## src/verilog/psl_consts.svh

```systemverilog
// Offsets, field positions, reset values and pin indices of the strap latch
`ifndef PSL_CONSTS_SVH
`define PSL_CONSTS_SVH

// Register byte offsets
`define PSL_OFF_CTRL      4'h0
`define PSL_OFF_ADV       4'h4
`define PSL_OFF_STRAP     4'h8

// Control word fields
`define PSL_CTRL_DUPLEX   8
`define PSL_CTRL_ISOLATE  10
`define PSL_CTRL_AUTONEG  12
`define PSL_CTRL_SPEED    13

// Advertisement word fields
`define PSL_ADV_SEL       5'h01
`define PSL_ADV_10HD      5
`define PSL_ADV_10FD      6
`define PSL_ADV_100HD     7
`define PSL_ADV_100FD     8

// Strap status word fields
`define PSL_STAT_ADDR0    0
`define PSL_STAT_TEST     1
`define PSL_STAT_DONE     2

// Strap pin indices
`define PSL_PIN_ISO       0
`define PSL_PIN_SPEED     1
`define PSL_PIN_DUPLEX    2
`define PSL_PIN_AUTONEG   3
`define PSL_PIN_ADDR0     4
`define PSL_PIN_TEST      5
`define PSL_NPIN          6

// Reset values, as if every strap sits at its internal pull
`define PSL_CTRL_RST      16'h3000
`define PSL_ADV_RST       16'h01e1
`define PSL_PIN_PULLS     6'h2e

`endif

```

## src/verilog/psl_pkg.sv

```systemverilog
// Types shared by the strap latch
`default_nettype none
package psl_pkg;

  // Phase of the strap latch around reset
  typedef enum logic [1:0] {
    PSL_HOLD,
    PSL_RUN
  } psl_phase_t;

  typedef logic [15:0] psl_word_t;

endpackage : psl_pkg

`default_nettype wire

```

## src/verilog/psl_strap_latch.sv

```systemverilog
// Strap option latch with Avalon-MM register access
`timescale 1ns/10ps
`default_nettype none
`include "psl_consts.svh"

module psl_strap_latch
  import psl_pkg::*;
#(
  parameter int NPIN = `PSL_NPIN
) (
  // Clock and reset
  input  wire logic            clk_sys,
  input  wire logic            rst_b,
  // Avalon-MM slave
  input  wire logic [3:0]      avs_address,
  input  wire logic            avs_read,
  input  wire logic            avs_write,
  input  wire logic [31:0]     avs_writedata,
  input  wire logic [3:0]      avs_byteenable,
  output logic      [31:0]     avs_readdata,
  output logic                 avs_waitrequest,
  // Shared strap pins
  input  wire logic [NPIN-1:0] strap_in,
  output logic      [NPIN-1:0] strap_out,
  output logic      [NPIN-1:0] strap_oe,
  // Functional data driven on the pins after reset
  input  wire logic [NPIN-1:0] pin_fn_data,
  // Latched options
  output logic      [15:0]     ctrl_word,
  output logic      [15:0]     adv_word,
  output logic                 addr0_unique,
  output logic                 pin_test_mode
);

  ////////////////////////////////////////////////////////////////////////////
  // Pin synchronisers and phase tracking

  logic [NPIN-1:0] sync1_reg;
  logic [NPIN-1:0] sync2_reg;
  psl_phase_t      phase_reg;
  logic            capture;
  logic            bus_req;
  logic            bus_acc;
  logic            wr_ctrl;
  logic            wr_adv;
  psl_word_t       ctrl_reg;
  psl_word_t       adv_reg;
  logic            addr0_reg;
  logic            test_reg;
  logic            wait_reg;
  logic [31:0]     rdata_reg;
  logic [31:0]     rdata_next;
  logic [NPIN-1:0] out_reg;
  logic [NPIN-1:0] oe_reg;
  logic [15:0]     be_mask;

  // Two flops on every strap pin before any logic reads it
  always_ff @(posedge clk_sys) begin
    sync1_reg <= strap_in;
    sync2_reg <= sync1_reg;
  end

  // Hold while in reset, run after the first released edge
  always_ff @(posedge clk_sys) begin
    if (!rst_b) begin
      phase_reg <= PSL_HOLD;
    end else begin
      case (phase_reg)
        PSL_HOLD: phase_reg <= PSL_RUN;
        PSL_RUN:  phase_reg <= PSL_RUN;
        default:  phase_reg <= PSL_HOLD;
      endcase
    end
  end

  // Gated by reset so that reset edges never look like a capture edge
  assign capture = rst_b & (phase_reg == PSL_HOLD);

  ////////////////////////////////////////////////////////////////////////////
  // Bus decode

  assign bus_req = avs_read | avs_write;
  assign bus_acc = bus_req & ~wait_reg;
  assign wr_ctrl = bus_acc & avs_write & (avs_address == `PSL_OFF_CTRL);
  assign wr_adv  = bus_acc & avs_write & (avs_address == `PSL_OFF_ADV);
  assign be_mask = {{8{avs_byteenable[1]}}, {8{avs_byteenable[0]}}};

  ////////////////////////////////////////////////////////////////////////////
  // Control word: strap capture, then software owns it

  always_ff @(posedge clk_sys) begin
    if (!rst_b) begin
      ctrl_reg <= `PSL_CTRL_RST;
    end else if (capture) begin
      ctrl_reg                    <= `PSL_CTRL_RST;
      ctrl_reg[`PSL_CTRL_ISOLATE] <= sync2_reg[`PSL_PIN_ISO];
      ctrl_reg[`PSL_CTRL_SPEED]   <= sync2_reg[`PSL_PIN_SPEED];
      ctrl_reg[`PSL_CTRL_DUPLEX]  <= ~sync2_reg[`PSL_PIN_DUPLEX];
      ctrl_reg[`PSL_CTRL_AUTONEG] <= sync2_reg[`PSL_PIN_AUTONEG];
    end else if (wr_ctrl) begin
      ctrl_reg <= (ctrl_reg & ~be_mask) | (avs_writedata[15:0] & be_mask);
    end
  end

  // Advertisement word follows the rate strap
  always_ff @(posedge clk_sys) begin
    if (!rst_b) begin
      adv_reg <= `PSL_ADV_RST;
    end else if (capture) begin
      adv_reg                   <= `PSL_ADV_RST;
      adv_reg[`PSL_ADV_100HD]   <= sync2_reg[`PSL_PIN_SPEED];
      adv_reg[`PSL_ADV_100FD]   <= sync2_reg[`PSL_PIN_SPEED];
    end else if (wr_adv) begin
      adv_reg <= (adv_reg & ~be_mask) | (avs_writedata[15:0] & be_mask);
    end
  end

  // Internal options, read-only to software
  always_ff @(posedge clk_sys) begin
    if (!rst_b) begin
      addr0_reg <= 1'b0;
      test_reg  <= 1'b0;
    end else if (capture) begin
      addr0_reg <= sync2_reg[`PSL_PIN_ADDR0];
      test_reg  <= ~sync2_reg[`PSL_PIN_TEST];
    end
  end

  ////////////////////////////////////////////////////////////////////////////
  // Pin direction: inputs in reset, functional outputs afterwards

  always_ff @(posedge clk_sys) begin
    if (!rst_b) begin
      oe_reg  <= '0;
      out_reg <= '0;
    end else begin
      oe_reg  <= {NPIN{phase_reg == PSL_RUN}};
      out_reg <= pin_fn_data;
    end
  end

  ////////////////////////////////////////////////////////////////////////////
  // Avalon-MM answer: one wait cycle, then data and waitrequest low

  always_comb begin
    rdata_next = 32'h0000_0000;
    case (avs_address)
      `PSL_OFF_CTRL:  rdata_next[15:0] = ctrl_reg;
      `PSL_OFF_ADV:   rdata_next[15:0] = adv_reg;
      `PSL_OFF_STRAP: begin
        rdata_next[`PSL_STAT_ADDR0] = addr0_reg;
        rdata_next[`PSL_STAT_TEST]  = test_reg;
        rdata_next[`PSL_STAT_DONE]  = (phase_reg == PSL_RUN);
      end
      default:        rdata_next = 32'h0000_0000;
    endcase
  end

  always_ff @(posedge clk_sys) begin
    if (!rst_b) begin
      wait_reg  <= 1'b1;
      rdata_reg <= 32'h0000_0000;
    end else begin
      wait_reg <= ~(bus_req & wait_reg);
      if (avs_read & wait_reg) begin
        rdata_reg <= rdata_next;
      end
    end
  end

  // Outputs straight from flops
  assign avs_readdata    = rdata_reg;
  assign avs_waitrequest = wait_reg;
  assign strap_out       = out_reg;
  assign strap_oe        = oe_reg;
  assign ctrl_word       = ctrl_reg;
  assign adv_word        = adv_reg;
  assign addr0_unique    = addr0_reg;
  assign pin_test_mode   = test_reg;
endmodule : psl_strap_latch

`default_nettype wire

```

## config.mk

```make
export PLATFORM = sky130hd
export DESIGN_NAME = psl_strap_latch
export DESIGN_NICKNAME = d
export VERILOG_FILES = /design/src/verilog/psl_pkg.sv /design/src/verilog/psl_strap_latch.sv
export VERILOG_INCLUDE_DIRS = /design/src /design/src/verilog
export SDC_FILE = /design/constraint.sdc
export NUM_CORES = 1
export LEC_CHECK = 0
export BUFFER_PORTS_ARGS = -buffer_cell sky130_fd_sc_hd__buf_4
export CAP_MARGIN = 25
export CORE_ASPECT_RATIO = 1.25
export CORE_MARGIN = 2
export CORE_UTILIZATION = 37
export CTS_CLUSTER_DIAMETER = 80
export DETAILED_ROUTE_END_ITERATION = 16
export PLACE_DENSITY = 0.72
export SKIP_CTS_REPAIR_TIMING = 1
export SYNTH_ARGS = -nofsm -noshare
export SYNTH_HDL_FRONTEND = slang
export SYNTH_SLANG_ARGS = --single-unit
```

## constraint.sdc

```tcl
create_clock -name clk_sys -period 1.5 [get_ports clk_sys]
set_input_delay 0.225 -clock clk_sys [delete_from_list [all_inputs] [get_ports clk_sys]]
set_output_delay 0.225 -clock clk_sys [all_outputs]
set_load 0.02 [all_outputs]
```

==> out/metrics.cfg <==
[route]
wl_per_cell_um=14.09
drc_errors=0
first_pass_iters=4
routed_wl_um=6877
viasPerCell=4.822
drt.antenna.violating_nets=0
vias=2353
drtIter0Drc=115

[power]
fin_total_pwr_mw=3.930
pwr_density_cell_nw_per_um2=1027
p_leak_nw=1.747
vdd_drop_max_uv=695.8

[global_route]
grt_pass1_vias=2251
grt_max_degree=27
overflow=0
grt_use_total_pct=16.95
grt_first_pass_wirelength_um=10690
antenna_found_initial=0

[synth]
synth-async-reset-ratio_pct=0
syn-cell-area_um2=2790
yosys-top-cells-area=dfxtp_1 51%, mux2i_1 13%, buf_4 6.2%
ys_ff_latch=71
synth_edf_count=0
netlist.area_leader.share_pct=50.94
yosysSeqAreaShare_pct=50.94
avgSynthCellArea_um2=9.790
synth_largest_area_cell=dfxtp_1
synth-main-ff-cell=dfxtp_1
ys_types=35
ys_warn_count=0
syn_inst=285

[timing]
fin_hold_ws_ps=69.91
finClkSkew_ps=9.482
final_max_slew_viol_count=0
fmax_mhz=710.5
min_period_over_period_pct=93.83
setup_viol_count_final=0
fin_crit_ps=1407
rsz0062_at_grt=no
hold_violations=0

[placed_design]
io_buffer_count=100
dpl.hpwl_um=5091
place.gp.congestion=0.8097

[clock_network]
clkTransAtPathRegs_ps=80
cts_root_buf=clkbuf_8
clk_latency_ps=340
cts_made_buffers=9
htreeDepth=3
cts_tree=built
cts_sinks=71
cts_buffer_depth=2

[status]
status=finished clean

[floorplanning]
die_y_um=101.1
rows=35
die-area_um2=8256
design.portCount=135
start_util_pct=37.93
die_width_um=81.67
core_area_um2=7357

[cells_and_area]
final_util_pct=52.02
diodes=0
drive_gt1_share_pct=33.84
final_nets=447
syn_to_final_growth_pct=37.17

[critical_path]
cp_max_fo=9
path_class=reg2reg
endpoint_kind=register
cp.arrival_ps=1630
crit_required_ps=1720
start_kind=register

[worst_hold_path]
hold_path.class=in2reg

[flow_run]
max_cap_violations=0

-- final cells by class --
type,count,area [µm²]
clock buffer,11,141.4
clock inverter,5,57.56
fill,677,3530
inverter,4,15.01
multi-input combinational,189,1177
sequential,71,1423
tap,92,115.1
timing repair buffer,116,898.4
-- synth_stat cells, types with 2 or more instances --
cell / count
nand2_1: 27
dlymetal6s2s_1: 2
a32o_1: 3
buf_4: 23
o211ai_1: 2
mux2i_1: 37
buf_6: 2
and2_1: 6
a21oi_1: 25
a211oi_1: 2
dfxtp_1: 71
inv_1: 4
a311oi_1: 2
clkbuf_1: 6
buf_2: 3
nor2_1: 33
nor3_1: 14
o21ai_0: 6
-- critical path, cell delays in order (launching register included) --
cell and delay, ps:
dfxtp_2 360, nor4b_4 240, buf_4 210, nand3_4 190, a2111oi_4 230, a21oi_1 60
-- per-stage QoR --
stage / setup slack, ps / instances / setup TNS, ps / instance area [µm²]
global placement: 0.04585 / 466 / 0 / 3543
detailed placement: -36.46 / 466 / -41.67 / 3543
CTS: 30.50 / 482 / 0 / 3742
floorplan: 38.07 / 300 / 0 / 2848
global route: 2.896 / 488 / 0 / 3827
finish: 92.60 / 488 / 0 / 3827
-- cells in the final DEF, fill, tap and decap left out, drive strengths merged, types with 4 or more instances in the layout --
| cell | instances |
|---|---|
| and2 | 6 |
| nor2 | 33 |
| buf | 110 |
| inv | 4 |
| nand2 | 27 |
| dlygate4sd3 | 6 |
| dfxtp | 71 |
| a21oi | 25 |
| conb | 16 |
| o21ai | 6 |
| clkbuf | 11 |
| mux2i | 37 |
| nor3 | 14 |
-- path summary, 6_finish.rpt --
check	startpoint	endpoint	slack [ps]	cells past startpoint
min reg2reg	sync1_reg[0]$_DFF_P_	sync2_reg[0]$_DFF_P_	330	0
max	avs_waitrequest$_SDFF_PN1_	adv_word[8]$_SDFFE_PN1P_	90	5
min	rst_b	phase_reg[0]$_SDFF_PN0_	70	1
max reg2reg	avs_waitrequest$_SDFF_PN1_	adv_word[8]$_SDFFE_PN1P_	90	5
-- cell families after synthesis --
| kind of cell | share of synthesized area (%) |
|---|---|
| AOI/OAI and AO/OA | 10.63 |
| buffers and inverters | 9.775 |
| other | 0.1344 |
| muxes | 13.27 |
| and+or+nand+nor | 15.25 |
| DFF | 50.94 |
-- where the power goes --
| group | switching (mW) | internal, mW |
|---|---|---|
| combinational | 0.246 | 0.192 |
| sequential | 0.0332 | 1.94 |
| clock | 0.710 | 0.811 |
-- layer usage --
layer / part of all wire [%] / global-route usage (%)
met3: 6.7 / 3.943
met4: 3.1 / 8.974
met1: 42 / 20.94
met2: 48 / 27.11
met5: 0 / 0
Power figures use the tool's default switching activity.
